$ cat src/kbd_ctrl_defs.svh
// Constants of the keyboard serial controller: timing, field positions, reset values
`ifndef KBD_CTRL_DEFS_SVH
`define KBD_CTRL_DEFS_SVH

// ----------------------------------------------------------------------------
// Timing
// ----------------------------------------------------------------------------
`define KBD_CLK_MHZ 40
`define KBD_INHIBIT_US 100
`define KBD_INHIBIT_CYC (`KBD_INHIBIT_US * `KBD_CLK_MHZ)
`define KBD_ACK_TIMEOUT_US 15000
`define KBD_ACK_TIMEOUT_CYC (`KBD_ACK_TIMEOUT_US * `KBD_CLK_MHZ)

// ----------------------------------------------------------------------------
// Frame layout
// ----------------------------------------------------------------------------
`define KBD_DATA_BITS 8
`define KBD_RX_FRAME_BITS 11
`define KBD_TX_PAR_EDGE 8
`define KBD_TX_STOP_EDGE 9

// ----------------------------------------------------------------------------
// Status byte fields and reset values
// ----------------------------------------------------------------------------
`define KBD_ST_OBF 0
`define KBD_ST_IBF 1
`define KBD_ST_PAR_ERR 2
`define KBD_ST_TX_ERR 3
`define KBD_STATUS_RST 8'h00
`define KBD_BYTE_RST 8'h00

// ----------------------------------------------------------------------------
// Translation
// ----------------------------------------------------------------------------
`define KBD_BREAK_PREFIX 8'hF0
`define KBD_BREAK_MASK 8'h80

`endif

$ cat src/kbd_ctrl_pkg.sv
// Types shared by the keyboard serial controller modules
package kbd_ctrl_pkg;

  typedef logic [7:0] kbd_byte_t;

  // Gray coded along idle -> inhibit -> start -> send -> ack
  typedef enum logic [2:0] {
    ST_IDLE    = 3'b000,
    ST_INHIBIT = 3'b001,
    ST_START   = 3'b011,
    ST_SEND    = 3'b010,
    ST_ACK     = 3'b110
  } tx_state_e;

endpackage : kbd_ctrl_pkg

$ cat src/kbd_frame_if.sv
// Carrier between the controller and its receive frame shifter
`timescale 1ns/1ps
interface kbd_frame_if;
  import kbd_ctrl_pkg::*;
  logic bit_stb;
  logic bit_val;
  logic clr;
  logic busy;
  logic byte_vld;
  logic par_ok;
  kbd_byte_t rx_byte;

  modport shifter (input bit_stb, input bit_val, input clr,
                   output busy, output byte_vld, output par_ok, output rx_byte);
  modport ctrl (output bit_stb, output bit_val, output clr,
                input busy, input byte_vld, input par_ok, input rx_byte);
endinterface : kbd_frame_if

$ cat src/kbd_rx_shifter.sv
// Receive frame shifter: start, eight data bits, odd parity, stop
`timescale 1ns/1ps
`include "kbd_ctrl_defs.svh"
module kbd_rx_shifter (
  input wire logic ref_clk_in,
  input wire logic sys_rst_in,
  kbd_frame_if.shifter frm
);
  import kbd_ctrl_pkg::*;

  logic [3:0] cnt_q;
  logic [10:0] shift_q;
  logic vld_q;
  wire last_bit = (cnt_q == 4'(`KBD_RX_FRAME_BITS - 1));
  wire [10:0] frame_w = {frm.bit_val, shift_q[10:1]};

  // ---------------------------------------------------------------------------
  // Bit collection, LSB first, shifted in from the top
  // ---------------------------------------------------------------------------
  always_ff @(posedge ref_clk_in) begin
    if (sys_rst_in || frm.clr) begin
      cnt_q <= 4'h0;
      shift_q <= 11'h000;
      vld_q <= 1'b0;
    end else begin
      vld_q <= frm.bit_stb && last_bit;
      if (frm.bit_stb) begin
        shift_q <= frame_w;
        cnt_q <= last_bit ? 4'h0 : cnt_q + 4'h1;
      end
    end
  end

  // Framing faults count as parity faults so no bad byte is ever delivered
  assign frm.busy = (cnt_q != 4'h0);
  assign frm.byte_vld = vld_q;
  assign frm.rx_byte = shift_q[8:1];
  assign frm.par_ok = (^shift_q[9:1]) && !shift_q[0] && shift_q[10];

endmodule : kbd_rx_shifter

$ cat src/kbd_serial_ctrl.sv
// Keyboard serial controller: host buffers and the two-wire keyboard link
`timescale 1ns/1ps
`include "kbd_ctrl_defs.svh"
// Operation
// - Receive, parity-check, translate, buffer keyboard bytes
// - Output-buffer-full interrupts host or is polled
// - Host-written byte goes serially to keyboard
// - Every serial byte carries odd parity
// - Next byte waits for previous acknowledge or the acknowledge timeout
// - One buffer-full interrupt serves send and receive
module kbd_serial_ctrl #(
  parameter int unsigned ACK_TIMEOUT_CYC = `KBD_ACK_TIMEOUT_CYC
) (
  input wire logic ref_clk_in,
  input wire logic sys_rst_in,
  input wire logic host_wr_in,
  input wire kbd_ctrl_pkg::kbd_byte_t host_wdata_in,
  input wire logic host_rd_in,
  input wire logic host_stat_rd_in,
  input wire logic irq_en_in,
  input wire logic xlat_en_in,
  output logic [7:0] status_out,
  output kbd_ctrl_pkg::kbd_byte_t out_data_out,
  output logic irq_out,
  input wire logic kb_clk_in,
  output logic kb_clk_out,
  output logic kb_clk_oe_out,
  input wire logic kb_data_in,
  output logic kb_data_out,
  output logic kb_data_oe_out
);
  import kbd_ctrl_pkg::*;

  // One timer serves both the inhibit and the timeout, so it must hold the longer count
  localparam int unsigned TMR_MAX = (ACK_TIMEOUT_CYC > `KBD_INHIBIT_CYC) ?
                                    ACK_TIMEOUT_CYC : `KBD_INHIBIT_CYC;
  localparam int TW = $clog2(TMR_MAX + 1);

  kbd_frame_if frm ();
  tx_state_e state_q, state_d;
  logic clk_s1_q, clk_s2_q, clk_s3_q, dat_s1_q, dat_s2_q;
  logic [TW-1:0] tmr_q;
  logic [3:0] edge_cnt_q;
  kbd_byte_t tx_byte_q, out_buf_q;
  logic obf_q, ibf_q, par_err_q, tx_err_q, brk_pend_q, irq_q, drv_low_q;
  logic clk_oe_q, data_oe_q, clk_oe_d, data_oe_d;
  logic [7:0] status_q;

  // ---------------------------------------------------------------------------
  // Link synchronisers; the link clock is only sampled, never used as a clock
  // ---------------------------------------------------------------------------
  always_ff @(posedge ref_clk_in) begin
    if (sys_rst_in) begin
      clk_s1_q <= 1'b1;
      clk_s2_q <= 1'b1;
      clk_s3_q <= 1'b1;
      dat_s1_q <= 1'b1;
      dat_s2_q <= 1'b1;
    end else begin
      clk_s1_q <= kb_clk_in;
      clk_s2_q <= clk_s1_q;
      clk_s3_q <= clk_s2_q;
      dat_s1_q <= kb_data_in;
      dat_s2_q <= dat_s1_q;
    end
  end

  // ---------------------------------------------------------------------------
  // Decode
  // ---------------------------------------------------------------------------
  wire fall = clk_s3_q && !clk_s2_q;
  wire inhibit_done = (tmr_q == TW'(`KBD_INHIBIT_CYC - 1));
  wire timeout = (tmr_q == TW'(ACK_TIMEOUT_CYC - 1));
  wire good_rx = frm.byte_vld && frm.par_ok;
  wire bad_rx = frm.byte_vld && !frm.par_ok;
  wire is_prefix = xlat_en_in && (frm.rx_byte == `KBD_BREAK_PREFIX);
  wire [7:0] xlat_byte = (xlat_en_in && brk_pend_q) ?
                         (frm.rx_byte | `KBD_BREAK_MASK) : frm.rx_byte;
  wire load_ob = good_rx && !is_prefix;
  wire tx_go = (state_q == ST_IDLE) && ibf_q && !frm.busy;
  wire ack_seen = (state_q == ST_ACK) && fall;
  wire tx_abort = timeout && (state_q != ST_IDLE) && (state_q != ST_INHIBIT);
  wire tx_done = ack_seen || tx_abort;
  wire obf_d = load_ob || (obf_q && !host_rd_in);
  wire ibf_d = (host_wr_in && !ibf_q) || (ibf_q && !tx_done);
  wire par_err_d = bad_rx || (par_err_q && !host_stat_rd_in);
  wire tx_err_d = tx_abort || (ack_seen && dat_s2_q) || (tx_err_q && !host_stat_rd_in);

  // Receiving only while idle and not holding the keyboard off
  assign frm.bit_stb = fall && (state_q == ST_IDLE) && !clk_oe_q;
  assign frm.bit_val = dat_s2_q;
  assign frm.clr = (state_q != ST_IDLE);

  kbd_rx_shifter u_rx (
    .ref_clk_in (ref_clk_in),
    .sys_rst_in (sys_rst_in),
    .frm (frm.shifter)
  );

  // ---------------------------------------------------------------------------
  // Transmit sequencer
  // ---------------------------------------------------------------------------
  always_comb begin
    state_d = state_q;
    clk_oe_d = clk_oe_q;
    data_oe_d = data_oe_q;
    case (state_q)
      ST_IDLE: begin
        // A full output buffer holds the clock low: the keyboard may not send
        clk_oe_d = obf_d;
        data_oe_d = 1'b0;
        if (tx_go) begin
          state_d = ST_INHIBIT;
          clk_oe_d = 1'b1;
        end
      end
      ST_INHIBIT: begin
        clk_oe_d = 1'b1;
        if (inhibit_done) begin
          state_d = ST_START;
          data_oe_d = 1'b1;
        end
      end
      ST_START: begin
        clk_oe_d = 1'b0;
        state_d = ST_SEND;
      end
      ST_SEND: begin
        if (fall) begin
          if (edge_cnt_q < 4'(`KBD_DATA_BITS)) begin
            data_oe_d = !tx_byte_q[edge_cnt_q[2:0]];
          end else if (edge_cnt_q == 4'(`KBD_TX_PAR_EDGE)) begin
            data_oe_d = ^tx_byte_q;
          end else begin
            data_oe_d = 1'b0;
            state_d = ST_ACK;
          end
        end
      end
      ST_ACK: begin
        data_oe_d = 1'b0;
        if (ack_seen) begin
          state_d = ST_IDLE;
        end
      end
      default: begin
        state_d = ST_IDLE;
        clk_oe_d = 1'b0;
        data_oe_d = 1'b0;
      end
    endcase
    if (tx_abort) begin
      state_d = ST_IDLE;
      clk_oe_d = 1'b0;
      data_oe_d = 1'b0;
    end
  end

  // Sequencer state, timer and edge counter
  always_ff @(posedge ref_clk_in) begin
    if (sys_rst_in) begin
      state_q <= ST_IDLE;
      tmr_q <= '0;
      edge_cnt_q <= 4'h0;
      clk_oe_q <= 1'b0;
      data_oe_q <= 1'b0;
    end else begin
      state_q <= state_d;
      tmr_q <= (state_d != state_q) ? '0 : tmr_q + TW'(1);
      edge_cnt_q <= (state_q != ST_SEND) ? 4'h0 : edge_cnt_q + 4'(fall);
      clk_oe_q <= clk_oe_d;
      data_oe_q <= data_oe_d;
    end
  end

  // ---------------------------------------------------------------------------
  // Host buffers and status; every set wins over a clear in the same cycle
  // ---------------------------------------------------------------------------
  always_ff @(posedge ref_clk_in) begin
    if (sys_rst_in) begin
      obf_q <= 1'b0;
      ibf_q <= 1'b0;
      par_err_q <= 1'b0;
      tx_err_q <= 1'b0;
      brk_pend_q <= 1'b0;
      out_buf_q <= `KBD_BYTE_RST;
      tx_byte_q <= `KBD_BYTE_RST;
      status_q <= `KBD_STATUS_RST;
      irq_q <= 1'b0;
      drv_low_q <= 1'b0;
    end else begin
      obf_q <= obf_d;
      ibf_q <= ibf_d;
      par_err_q <= par_err_d;
      tx_err_q <= tx_err_d;
      drv_low_q <= 1'b0;
      if (good_rx) begin
        brk_pend_q <= is_prefix;
      end
      if (load_ob) begin
        out_buf_q <= xlat_byte;
      end
      if (host_wr_in && !ibf_q) begin
        tx_byte_q <= host_wdata_in;
      end
      status_q <= {4'h0, tx_err_d, par_err_d, ibf_d, obf_d};
      // The keyboard's reply to a sent byte lands here too, so one source serves
      irq_q <= irq_en_in && obf_d;
    end
  end

  // Open-drain link: the output level is always low, the enables drive
  assign kb_clk_out = drv_low_q;
  assign kb_data_out = drv_low_q;
  assign kb_clk_oe_out = clk_oe_q;
  assign kb_data_oe_out = data_oe_q;
  assign out_data_out = out_buf_q;
  assign status_out = status_q;
  assign irq_out = irq_q;
endmodule : kbd_serial_ctrl

$ cat config.mk
export PLATFORM = sky130hd
export DESIGN_NAME = kbd_serial_ctrl
export DESIGN_NICKNAME = d
export VERILOG_FILES = /design/src/kbd_ctrl_pkg.sv /design/src/kbd_frame_if.sv /design/src/kbd_rx_shifter.sv /design/src/kbd_serial_ctrl.sv
export VERILOG_INCLUDE_DIRS = /design/src
export SDC_FILE = /design/constraint.sdc
export NUM_CORES = 1
export LEC_CHECK = 0
export BUFFER_PORTS_ARGS = -buffer_cell sky130_fd_sc_hd__buf_2
export CORE_AREA = 2 2 71 107
export CTS_BUF_LIST = sky130_fd_sc_hd__clkbuf_4 sky130_fd_sc_hd__clkbuf_8
export CTS_CLUSTER_SIZE = 20
export DETAILED_ROUTE_END_ITERATION = 7
export DIE_AREA = 0 0 73 109
export GPL_ROUTABILITY_DRIVEN = 0
export HOLD_SLACK_MARGIN = 0.08
export PLACE_DENSITY = 0.69
export REMOVE_ABC_BUFFERS = 1
export SETUP_SLACK_MARGIN = 0.15
export SLEW_MARGIN = 15
export SYNTH_ARGS = -nofsm -noshare
export SYNTH_HDL_FRONTEND = slang
export SYNTH_SLANG_ARGS = --single-unit
$ cat constraint.sdc
create_clock -name ref_clk_in -period 4.1 [get_ports ref_clk_in]
set_input_delay 0.41 -clock ref_clk_in [delete_from_list [all_inputs] [get_ports ref_clk_in]]
set_output_delay 0.41 -clock ref_clk_in [all_outputs]
set_load 0.02 [all_outputs]
# Word level (Yosys, flattened, before mapping)
# Cells that the tools add are included.
# word_totals
ff_bits	80
latchBits	0
ramBits	0
mem_bits_ro	0
in_bits	17
output_inout_bits	21
word_cells	113
mem_count	0
# classes
add_sub_neg	3
mul	0
div_mod_pow	0
n_lt_le_gt_ge	2
eq_ne	14
shifts	0
n_mux	19
n_bitwise	1
reduce_logical	51
# ops
operator	n
1-bit logical AND	23
3-bit 2-to-1 mux	7
20-bit by 1-bit adder with 20-bit output (second input constant)	1
20-bit by 12-bit == test with 1-bit output (second input constant)	1
20-bit == test (second input constant)	1
3-bit one-hot mux with 5 select lines	1
1-bit zero test	11
9-bit XOR reduction	1
4-bit == test (second input constant)	2
8-bit == test (second input constant)	1
8-bit 2-to-1 mux	1
2-bit OR reduction	4
8-bit XOR reduction	1
1-bit logical OR	7
3-bit by 2-bit == test with 1-bit output (second input constant)	2
1-bit 2-to-1 mux	6
1-bit one-hot mux with 3 select lines	2
4-bit by 1-bit adder with 4-bit output	1
4-bit by 1-bit adder with 4-bit output (second input constant)	1
3-bit by 4-bit < comparator with 1-bit output (second input constant)	1
4-bit < comparator (second input constant)	1
4-bit 2-to-1 mux	1
2-bit inequality test (second input constant)	2
4-bit nonzero test	1
other kinds (10)	10

# Depth between registers and ports, before layout
# Gate-level depths: netlist of the first run.
# depth
depth_word	8
ltp_mapped	8
depth_no_buf	7

# Hierarchy
# Synthesis of the first run repeated with hierarchy kept, for this count alone.
# unflattened
hier_cells	374
hier_area_um2	3372.0
# modules_own_cells
mod	n_inst	cells_per_inst	area_each_um2	seq_area_each_um2
kbd_serial_ctrl	1	294	2605.0	1121.1
kbd_rx_shifter	1	80	767.0	320.3

# Worst setup path after synthesis of the first run
# OpenSTA, ideal clock, no wires.
# synth_path
path_type	register to register
start	register u_rx.shift_q[7]
end	register out_buf_q[7], in the netlist out_data_out[7]
setup_time_ns	0.131
arrival_time_ns	1.705
t_required_ns	3.969
path_slack_ns	2.264
stages_incl_launch_ff	8
n_path_buf	1
synth_period_minus_slack_ns	1.836
cell_sequence	dfxtp_1 -> ha_1 -> xnor3_1 -> xnor2_2 -> nand4_1 -> buf_6 -> a211oi_2 -> nor3_2
# synth_between
elab_chain_len	5
elab_cells_between_ends	8
classes_between	eq/ne: 1; reduce/logical: 7
# synth_lines
element	line	source
start, declared	kbd_rx_shifter.sv:12	logic [10:0] shift_q;
start signal, assigned	kbd_rx_shifter.sv:28	shift_q <= frame_w;
9-bit XOR reduction	kbd_rx_shifter.sv:38	assign frm.par_ok = (^shift_q[9:1]) && !shift_q[0] && shift_q[10];
1-bit logical AND (2 in a row)	kbd_rx_shifter.sv:38	
1-bit logical AND	kbd_serial_ctrl.sv:74	wire good_rx = frm.byte_vld && frm.par_ok;
1-bit logical AND (*)	kbd_serial_ctrl.sv:79	wire load_ob = good_rx && !is_prefix;
end signal, assigned	kbd_serial_ctrl.sv:186	out_buf_q <= `KBD_BYTE_RST;
end signal, assigned	kbd_serial_ctrl.sv:201	out_buf_q <= xlat_byte;
end, declared	kbd_serial_ctrl.sv:44	kbd_byte_t tx_byte_q, out_buf_q;
# Every way passes the cells marked *; elsewhere a longest branch is shown, timed or not.
# A chain may end at the register's enable or synchronous reset.

# Final worst setup path of the first run
# layout_path
start	register u_rx.shift_q[8]
end	register clk_oe_q, in the netlist kb_clk_oe_out
# layout_between
elab_chain_len	8
elab_cells_between_ends	11
classes_between	eq/ne: 1; mux: 2; reduce/logical: 8
# layout_lines
element	line	source
9-bit XOR reduction	kbd_rx_shifter.sv:38	
1-bit logical AND (2 in a row)	kbd_rx_shifter.sv:38	
1-bit logical AND	kbd_serial_ctrl.sv:74	
1-bit logical AND (*)	kbd_serial_ctrl.sv:79	
1-bit logical OR (*)	kbd_serial_ctrl.sv:84	wire obf_d = load_ob || (obf_q && !host_rd_in);
1-bit 2-to-1 mux (*)	kbd_serial_ctrl.sv:112	if (tx_go) begin
1-bit one-hot mux with 3 select lines (*)	kbd_serial_ctrl.sv:107	case (state_q)
end signal, assigned	kbd_serial_ctrl.sv:171	clk_oe_q <= clk_oe_d;
end, declared	kbd_serial_ctrl.sv:46	logic clk_oe_q, data_oe_q, clk_oe_d, data_oe_d;
# Marked as above.

==> results of run 1 <==
==> synth_stat cells, types with 6 or more instances <==
master,n
dfxtp_1,72
xnor2_1,14
ha_1,7
a21oi_1,27
buf_4,11
clkbuf_1,6
nand4_1,8
nor2_1,23
and3_1,6
nand3_1,15
mux2i_1,7
xor2_1,15
inv_1,10
nand2_1,51
nor2b_1,7
nor2_2,21
nor3_1,9
buf_6,7
==> routing by layer <==
| metal | wire length (µm) | vias to the layer above |
|---|---|---|
| met5 | 0 | - |
| met1 | 2790 | 1213 |
| met4 | 120 | 0 |
| met3 | 225 | 9 |
| li1 | - | 1335 |
| met2 | 3170 | 44 |
==> placed cells by master, fill, tap and decap left out, drive strengths merged, types with 7 or more instances in the layout <==
cell type	netlist	final
nand3	15	15
nor2	45	45
nor2b	8	8
clkbuf	6	11
mux2i	7	7
nand4	9	9
ha	7	7
buf	23	33
xnor2	15	15
nand2	51	51
nor3	10	10
a21oi	29	29
xor2	15	15
dfxtp	72	72
inv	11	12
==> state kept, by name, summed over array words and instances, names as in the netlist, 3 cells and up <==
signal        cells
tx_byte_q         8
status_out        3
edge_cnt_q        4
tmr_q            20
out_data_out      8
u_rx.cnt_q        4
state_q           3
u_rx.shift_q     11
==> layout make-up <==
| cell class | instances | share of cell area (%) |
|---|---|---|
| clock buffers | 11 | 3.86 |
| clock inverters | 5 | 2.10 |
| inverters | 11 | 1.10 |
| multi-input cells | 278 | 47.4 |
| flip-flops and latches | 72 | 38.3 |
| well taps | 80 | 2.66 |
| repair buffers | 33 | 4.52 |
==> power groups by stage <==
stage / clock network, W / registers, W / logic (W)
after floorplan: 0 / 0.000744 / 0.0000630
after global placement: 0 / 0.000745 / 0.0000937
after detailed placement: 0 / 0.000745 / 0.0000947
after CTS: 0.000652 / 0.000729 / 0.0000958
after global routing: 0.000678 / 0.000731 / 0.000105
final: 0.000632 / 0.000729 / 0.0000942
==> worst max-delay path, cell delays in order, from the launching register on <==
cell     delay (ns)
dfxtp_1        0.39
ha_1           0.27
xnor3_1        0.37
xnor2_2        0.18
nand4_1        0.61
and4_1         0.44
nor3_1         0.12
==> final timing paths <==
kind	slack, ns	to	start	depth (start not counted)
setup / recovery	1.65	kb_clk_oe_out	u_rx.shift_q[8]	6
hold / removal	0.25	clk_s1_q	kb_clk_in	2
setup reg to reg	1.65	kb_clk_oe_out	u_rx.shift_q[8]	6
hold reg to reg	0.41	clk_s2_q	clk_s1_q	1
==> through the flow <==
stage	hold WS [ns]	util, %	cells	area [µm²]	power (W)
3_5_place_dp	0.395	49.9	474	3540	0.000840
3_3_place_gp	0.395	49.9	474	3540	0.000838
5_1_grt	0.229	53.1	490	3760	0.00151
2_1_floorplan	0.389	-	361	3270	0.000807
6_report	0.248	53.1	490	3760	0.00146
4_1_cts	0.226	53.1	490	3760	0.00148
==> cells by family after synthesis <==
family	synth area share, %
AND/OR/NAND/NOR	27.3
flip-flops	41.7
AO/OA/AOI/OAI	9.02
buffers and inverters	7.20
XOR/XNOR	8.47
multiplexers	3.66
adder cells (fa/ha/maj)	2.53
other	0.109
==> results.cfg, run 1 <==
[pwr]
pwr-share-seq_pct = 50.1
peakVddDrop_uv = 350
comb_power_share_pct = 6.5
p_int_w = 0.00112
static_leakage_nw = 1.46
net-switching-power_w = 0.000339
power_density_nw_per_um2 = 387
fraction_of_power_spent_switching_nets_pct = 23.3
p_clk_share_pct = 43.4

[worst_setup_path]
arrival_time_reported_for_the_critical_path_endpoint_ns = 2.73
worst-setup-path-type = register to register
critPathRequiredTime_ns = 4.38
path_max_fanout = 11
cp_endpoint_kind = register
worstSetupStartpointType = register

[route]
detailedRoute.firstIterationViolations = 162
drcViolationCount = 0
postRouteAntennaNets = 0
pre_antenna_drt_iters = 4
wl_cell_um = 12.9
post_drt_via_cell_ratio = 5.31
vias = 2601
detail_route.wirelength_um = 6310

[cts]
cts_buffer_depth = 2
ctsResizeCount = 0
cts.hold.buffers_added = 0
numCtsBuffers = 9
clock_sink_count = 72
clock_latency_ns = 0.35
ctsHtreeMaxLevel = 3
cts.clk_slew.worst_paths_ns = 0.08
cts_tree = yes
cts_root_buf = clkbuf_8
cts_setup_buffers = 0

[final_layout]
antenna-diode-count = 0
syn_to_final_growth_pct = 8.83
nets = 429
filler_cell_count = 665
register_area_um2 = 1440
final_layout_size_suffix_gt1_share_pct = 22.2
multi_input_comb_area_um2 = 1780

[timing]
rsz0062_at_grt = false
final.min_clock_period_ns = 2.45
finalClockSkew_ns = 0.0136
final.setup.tns_ns = 0
worst_slew_pin_slew_ns = 0.727
hold_violations = 0
max_freq_ghz = 0.408
final_worst_slack_ns = 1.65
final.period_utilization_pct = 59.8
slew_limit_headroom_pct = 51.4
report.final.setup_viol = 0
final-max-slew-violation-count = 0

[global_route]
grtUsageMet3_pct = 5.36
number_of_global_route_vias_before_repair = 2443
globalRoute.totalOverflow = 0
gr_busiest_metal = met2
grt.met2_usage_pct = 30.1
antenna_found_initial = 0
use_met1_pct = 19.5
track_usage_pct = 17.5
grt_start_max_net_pins = 32
first_pass_grt_wire_length_um = 10800

[die]
rows = 38
die-height_um = 109
die-width_um = 73
placeable_core_area_um2 = 7080
floorplan.die_area_um2 = 7960
start_util_pct = 48.8
number_of_top_level_pins = 38

[placement]
place.port_buffers = 31
dp.final_hpwl_um = 4520
place_worst_setup_slack_ns = 1.61

[synthesis]
synth_cells = 385
synth-warning-count = 0
synthTopCellsByArea = dfxtp_1 (42%), nand2_1 (5.5%), a21oi_1 (3.9%)
synth-seq-area-share_pct = 41.7
yosys.area.top_type = dfxtp_1
synth_cell_types = 57
synth.cell_area_um2 = 3460
avg_inst_size_synth_um2 = 8.98
synth_enable_flop_cells = 0
yosys_most_used_dff = dfxtp_1
ys_async_sr_fraction_pct = 0
synth_top_cell_area_share_pct = 41.7
yosys_register_bits = 72

[min_path]
hp-class = input pin to register

[job]
max_cap_viols = 0

[outcome]
outcome = completed
Power figures use the tool's default switching activity.
==> run 2: changes to the inputs <==
==> constraint.sdc (replaced) <==
create_clock -name ref_clk_in -period 2.5 [get_ports ref_clk_in]
set_input_delay 0.25 -clock ref_clk_in [delete_from_list [all_inputs] [get_ports ref_clk_in]]
set_output_delay 0.25 -clock ref_clk_in [all_outputs]
set_load 0.02 [all_outputs]
==> run 2 against run 1 <==
Compared with the run above: combinational power up 68%; cell area grew 0.60%; global-route usage increased by 0.092 points; count of clock-buffer cells in the layout grew 3; clock power grew 52%; hold slack worse by 0.15 ns; critical endpoint unchanged; largest power group unchanged; highest routed layer unchanged.
==> results.cfg, run 2 (synthesized netlist as in run 1, its figures left out) <==
[global_route]
first_pass_grt_wire_length_um = 10900
number_of_global_route_vias_before_repair = 2486
antenna_found_initial = 0
track_usage_pct = 17.6
grt_start_max_net_pins = 27
globalRoute.totalOverflow = 0

[outcome]
outcome = completed

[min_path]
hp-class = input pin to register
hp-start = irq_en_in

[worst_setup_path]
cp_endpoint_kind = register
critical_path.cell_chain = ha_1 -> xnor3_1 -> xnor2_2 -> nand4_1 -> buf_4 -> and4_1 -> nor3_1
worst-setup-path-type = register to register
arrival_time_reported_for_the_critical_path_endpoint_ns = 2.41
worst_path_largest_cell_delay_ns = 0.40
critical_path.startpoint = u_rx.shift_q[8]
worst_r2r_startpoint = u_rx.shift_q[8]
worstSetupStartpointType = register
path_max_fanout = 7
critical-path-slowest-cell = dfxtp_1
critPathRequiredTime_ns = 2.78

[final_layout]
register_area_um2 = 1440
layout_common_cells = dfxtp_1 (72), nand2_1 (51), buf_2 (31)
layout.cells.most_common = dfxtp_1
fin_area_um2 = 3780
registers.top_by_ff_count = tmr_q
final_layout_size_suffix_gt1_share_pct = 22.5
multi_input_comb_area_um2 = 1780
syn_to_final_growth_pct = 9.49
post_layout_nonfiller_instances = 494
antenna-diode-count = 0
nets = 433
reg.largest.list = tmr_q: 20 flops, u_rx.shift_q: 11 flops
filler_cell_count = 662
max_reg_flops = 20

[timing]
max_freq_ghz = 0.471
rsz0062_at_grt = false
slew_limit_headroom_pct = 60.8
hold_violations = 0
report.final.setup_viol = 0
final.setup.tns_ns = 0
worst_slew_pin_slew_ns = 0.587
finalClockSkew_ns = 0.0108
final-max-slew-violation-count = 0
final.min_clock_period_ns = 2.12
final.period_utilization_pct = 85.0
fin_worst_hold_slack_ns = 0.0996

[route]
pre_antenna_drt_iters = 4
routedLengthMet1_um = 2730
wl_cell_um = 12.8
drcViolationCount = 0
post_drt_via_cell_ratio = 5.23
top_layer_used = met4
met2_wl_post_dr_um = 3220
detail_route.wirelength_um = 6330
detailedRoute.firstIterationViolations = 150
postRouteAntennaNets = 0
vias = 2585
met3RoutedLength_um = 210

[pwr]
power_density_nw_per_um2 = 612
net-switching-power_w = 0.000532
p_clk_share_pct = 41.5
pwr-share-seq_pct = 51.7
peakVddDrop_uv = 336
static_leakage_nw = 1.47
comb_power_share_pct = 6.8
fraction_of_power_spent_switching_nets_pct = 23.0
p_int_w = 0.00178
p_total_w = 0.00231

[placement]
dpl_cell_area_um2 = 3550
dp.final_hpwl_um = 4660
place.port_buffers = 31
numPlacedInstances = 476

[cts]
numCtsBuffers = 9
clock_latency_ns = 0.36
cts.clk_slew.worst_paths_ns = 0.07
cts_tree = yes
clock_sink_count = 72
ctsHtreeMaxLevel = 3
cts_buffer_depth = 2
cts_root_buf = clkbuf_8

[die]
number_of_top_level_pins = 38
placeable_core_area_um2 = 7080
die-height_um = 109
rows = 38
floorplan.die_area_um2 = 7960
start_util_pct = 48.8
die-width_um = 73

[job]
max_cap_viols = 0
run 2: cell types whose count changed in the layout (fill, tap and decap cells not counted), sizes merged:
cell	before	now
buf	33	35
bufinv	2	1
clkbuf	11	14
clkinv	2	0
clkinvlp	0	1
dlygate4sd3	0	2
inv	12	11
run 2: timing repair:
action                                 CTS  global route
setup endpoints to repair                0             0
buffers inserted                         0             0
hold buffers                             2             0
endpoints found under the hold margin    2             0
resized for setup                        0             0
run 2: area by class of cell:
| class | instances | area share, % |
|---|---|---|
| clock inverter | 2 | 0.992 |
| inverter | 11 | 1.09 |
| clock buffer | 14 | 4.60 |
| tap | 80 | 2.65 |
| timing repair buffer | 37 | 5.42 |
| multi-input combinational | 278 | 47.2 |
| sequential | 72 | 38.1 |
run 2: metal layers:
layer / vias to the layer above / GRT usage [%]
met5: - / 0
met4: 0 / 10.7
met3: 12 / 2.59
met2: 43 / 30.9
met1: 1186 / 19.6
li1: 1344 / -
run 2: worst max-delay path, delay by kind of cell (launching register included):
| kind | cells | cell delay [ns] |
|---|---|---|
| simple gates | 3 | 0.56 |
| flops | 1 | 0.40 |
| xor+xnor | 2 | 0.55 |
| buf+inv | 1 | 0.27 |
| fa+ha+maj | 1 | 0.27 |
run 2: per-stage QoR:
step                worst slack, ns  utilization [%]
floorplan                     0.299                -
global placement              0.429             50.1
detailed placement            0.380             50.1
CTS                           0.360             53.4
global route                  0.162             53.4
finish                        0.376             53.4
run 2: power by group through the flow:
stage / Clock [W] / Combinational, W / Sequential [W]
floorplan: 0 / 0.000103 / 0.00122
CTS: 0.000985 / 0.000160 / 0.00120
global placement: 0 / 0.000155 / 0.00122
finish: 0.000960 / 0.000158 / 0.00120
global route: 0.00103 / 0.000177 / 0.00120
detailed placement: 0 / 0.000157 / 0.00122
run 2: path summary, 6_finish.rpt:
| kind | slack (ns) | cells past startpoint | end |
|---|---|---|---|
| min reg2reg | 0.41 | 1 | dat_s2_q |
| max reg2reg | 0.38 | 7 | kb_clk_oe_out |
| max | 0.38 | 7 | kb_clk_oe_out |
| min | 0.1 | 2 | irq_out |
==> run 3: changes to the inputs <==
==> constraint.sdc (replaced) <==
create_clock -name ref_clk_in -period 2.1 [get_ports ref_clk_in]
set_input_delay 0.21 -clock ref_clk_in [delete_from_list [all_inputs] [get_ports ref_clk_in]]
set_output_delay 0.21 -clock ref_clk_in [all_outputs]
set_load 0.02 [all_outputs]
==> run 3 against run 2 <==
Compared with the run above: worst setup slack lost 0.18 ns; cell count grew 1.6%; utilization grew 2.3 points; register-to-register slack lost 0.18 ns; cell area grew 4.3%; first-iteration DRC count shrank 27%.
==> results.cfg, run 3 (synthesized netlist as in run 1, its figures left out) <==
[cts]
ctsHtreeMaxLevel = 3
cts.clk_slew.worst_paths_ns = 0.08
cts_tree = yes
numCtsBuffers = 9
clock_latency_ns = 0.35
clock_sink_count = 72
cts_buffer_depth = 2
cts_root_buf = clkbuf_8

[timing]
final.period_utilization_pct = 90.6
slew_limit_headroom_pct = 57.0
finalClockSkew_ns = 0.00706
fin_worst_hold_slack_ns = 0.0901
report.final.setup_viol = 0
final.min_clock_period_ns = 1.90
hold_violations = 0
final-max-slew-violation-count = 0
max_freq_ghz = 0.526
rsz0062_at_grt = true
worst_slew_pin_slew_ns = 0.644

[die]
die-width_um = 73
die-height_um = 109
rows = 38
number_of_top_level_pins = 38
floorplan.die_area_um2 = 7960
start_util_pct = 48.8
placeable_core_area_um2 = 7080

[pwr]
static_leakage_nw = 1.54
fraction_of_power_spent_switching_nets_pct = 23.3
peakVddDrop_uv = 384
net-switching-power_w = 0.000670
comb_power_share_pct = 7.8
p_int_w = 0.00221
power_density_nw_per_um2 = 729
p_clk_share_pct = 42.7
p_total_w = 0.00288
pwr-share-seq_pct = 49.5

[global_route]
first_pass_grt_wire_length_um = 10700
grt_start_max_net_pins = 27
track_usage_pct = 17.3
number_of_global_route_vias_before_repair = 2508
antenna_found_initial = 0
globalRoute.totalOverflow = 0

[worst_setup_path]
family_with_the_most_delay_on_the_worst_path = XOR/XNOR gates
worstSetupStartpointType = register
critical_path.cell_chain = inv_2 -> ha_4 -> xnor3_1 -> xnor2_2 -> nand4_1 -> buf_6 -> and4_1 -> nor3_2
arrival_time_reported_for_the_critical_path_endpoint_ns = 2.19
cp_endpoint_kind = register
critPathRequiredTime_ns = 2.39
r2r_slack_ns = 0.20
critical-path-slowest-cell = dfxtp_2
critPathBufInv = 2
worst-setup-path-type = register to register
worst_path_largest_cell_delay_ns = 0.36
path_max_fanout = 6

[route]
vias = 2682
pre_antenna_drt_iters = 4
detailedRoute.firstIterationViolations = 110
wl_cell_um = 12.9
postRouteAntennaNets = 0
drcViolationCount = 0
post_drt_via_cell_ratio = 5.34
detail_route.wirelength_um = 6500

[placement]
dp.final_hpwl_um = 4650
numPlacedInstances = 477
place.port_buffers = 31

[final_layout]
nets = 441
registers.top_by_ff_count = tmr_q
register_area_um2 = 1450
reg.largest.list = tmr_q: 20 flops, u_rx.shift_q: 11 flops
multi_input_comb_area_um2 = 1810
layout.cells.most_common = dfxtp_1
filler_cell_count = 658
max_reg_flops = 20
final_layout_size_suffix_gt1_share_pct = 26.5
layout_common_cells = dfxtp_1 (68), nand2_1 (51), buf_2 (31)
post_layout_nonfiller_instances = 502
syn_to_final_growth_pct = 14.2
antenna-diode-count = 0

[outcome]
outcome = completed

[min_path]
hp-class = input pin to register

[job]
max_cap_viols = 0
run 3: per-layer routing:
layer / vias to the layer above / GRT usage [%] / part of all wire (%)
li1: 1358 / - / -
met1: 1266 / 18.2 / 43
met2: 48 / 31.2 / 52
met3: 10 / 3.88 / 3.0
met4: 0 / 9.26 / 1.8
met5: - / 0 / 0
run 3: through the flow:
step | setup TNS [ns] | worst slack, ns | util, % | area [µm²]
6_report | 0 | 0.197 | 55.7 | 3950
5_1_grt | 0 | 0.0857 | 55.7 | 3950
4_1_cts | 0 | 0.166 | 54.1 | 3830
3_5_place_dp | 0 | 0.163 | 50.4 | 3570
3_3_place_gp | 0 | 0.217 | 50.4 | 3570
2_1_floorplan | -0.821 | -0.101 | - | 3270
run 3: path summary, 6_finish.rpt:
check                                     end  depth (start not counted)        startpoint
worst max-delay path            kb_clk_oe_out                          8   u_rx.shift_q[4]
worst min-delay path             tx_byte_q[0]                          3  host_wdata_in[0]
worst max register to register  kb_clk_oe_out                          8   u_rx.shift_q[4]
worst min register to register       clk_s2_q                          1          clk_s1_q
run 3: final cells by class:
cell class	count	share of cell area, %
multi-input cells	278	45.9
flip-flops and latches	72	36.7
repair buffers	45	8.18
clock buffers	11	3.68
well taps	80	2.54
clock inverters	5	2.03
inverters	11	1.05
run 3: worst min-delay path, cell delays in order:
cell     delay [ns]
buf_2          0.09
nand2_1        0.04
a21oi_1        0.05
run 3: power by group through the flow:
stage,registers [W],clock network [W],logic [W]
floorplan,0.00145,0,0.000123
global placement,0.00145,0,0.000192
detailed placement,0.00146,0,0.000193
CTS,0.00142,0.00126,0.000199
global route,0.00143,0.00132,0.000245
finish,0.00142,0.00123,0.000224
run 3: timing repair:
item | CTS | global route
gates resized for setup | 1 | 16
gates cloned | 0 | 3
pin swaps | 0 | 5
endpoints found under the setup margin | 1 | 28
endpoints found under the hold margin | 3 | 0
buffers inserted | 0 | 3
hold buffers | 3 | 0
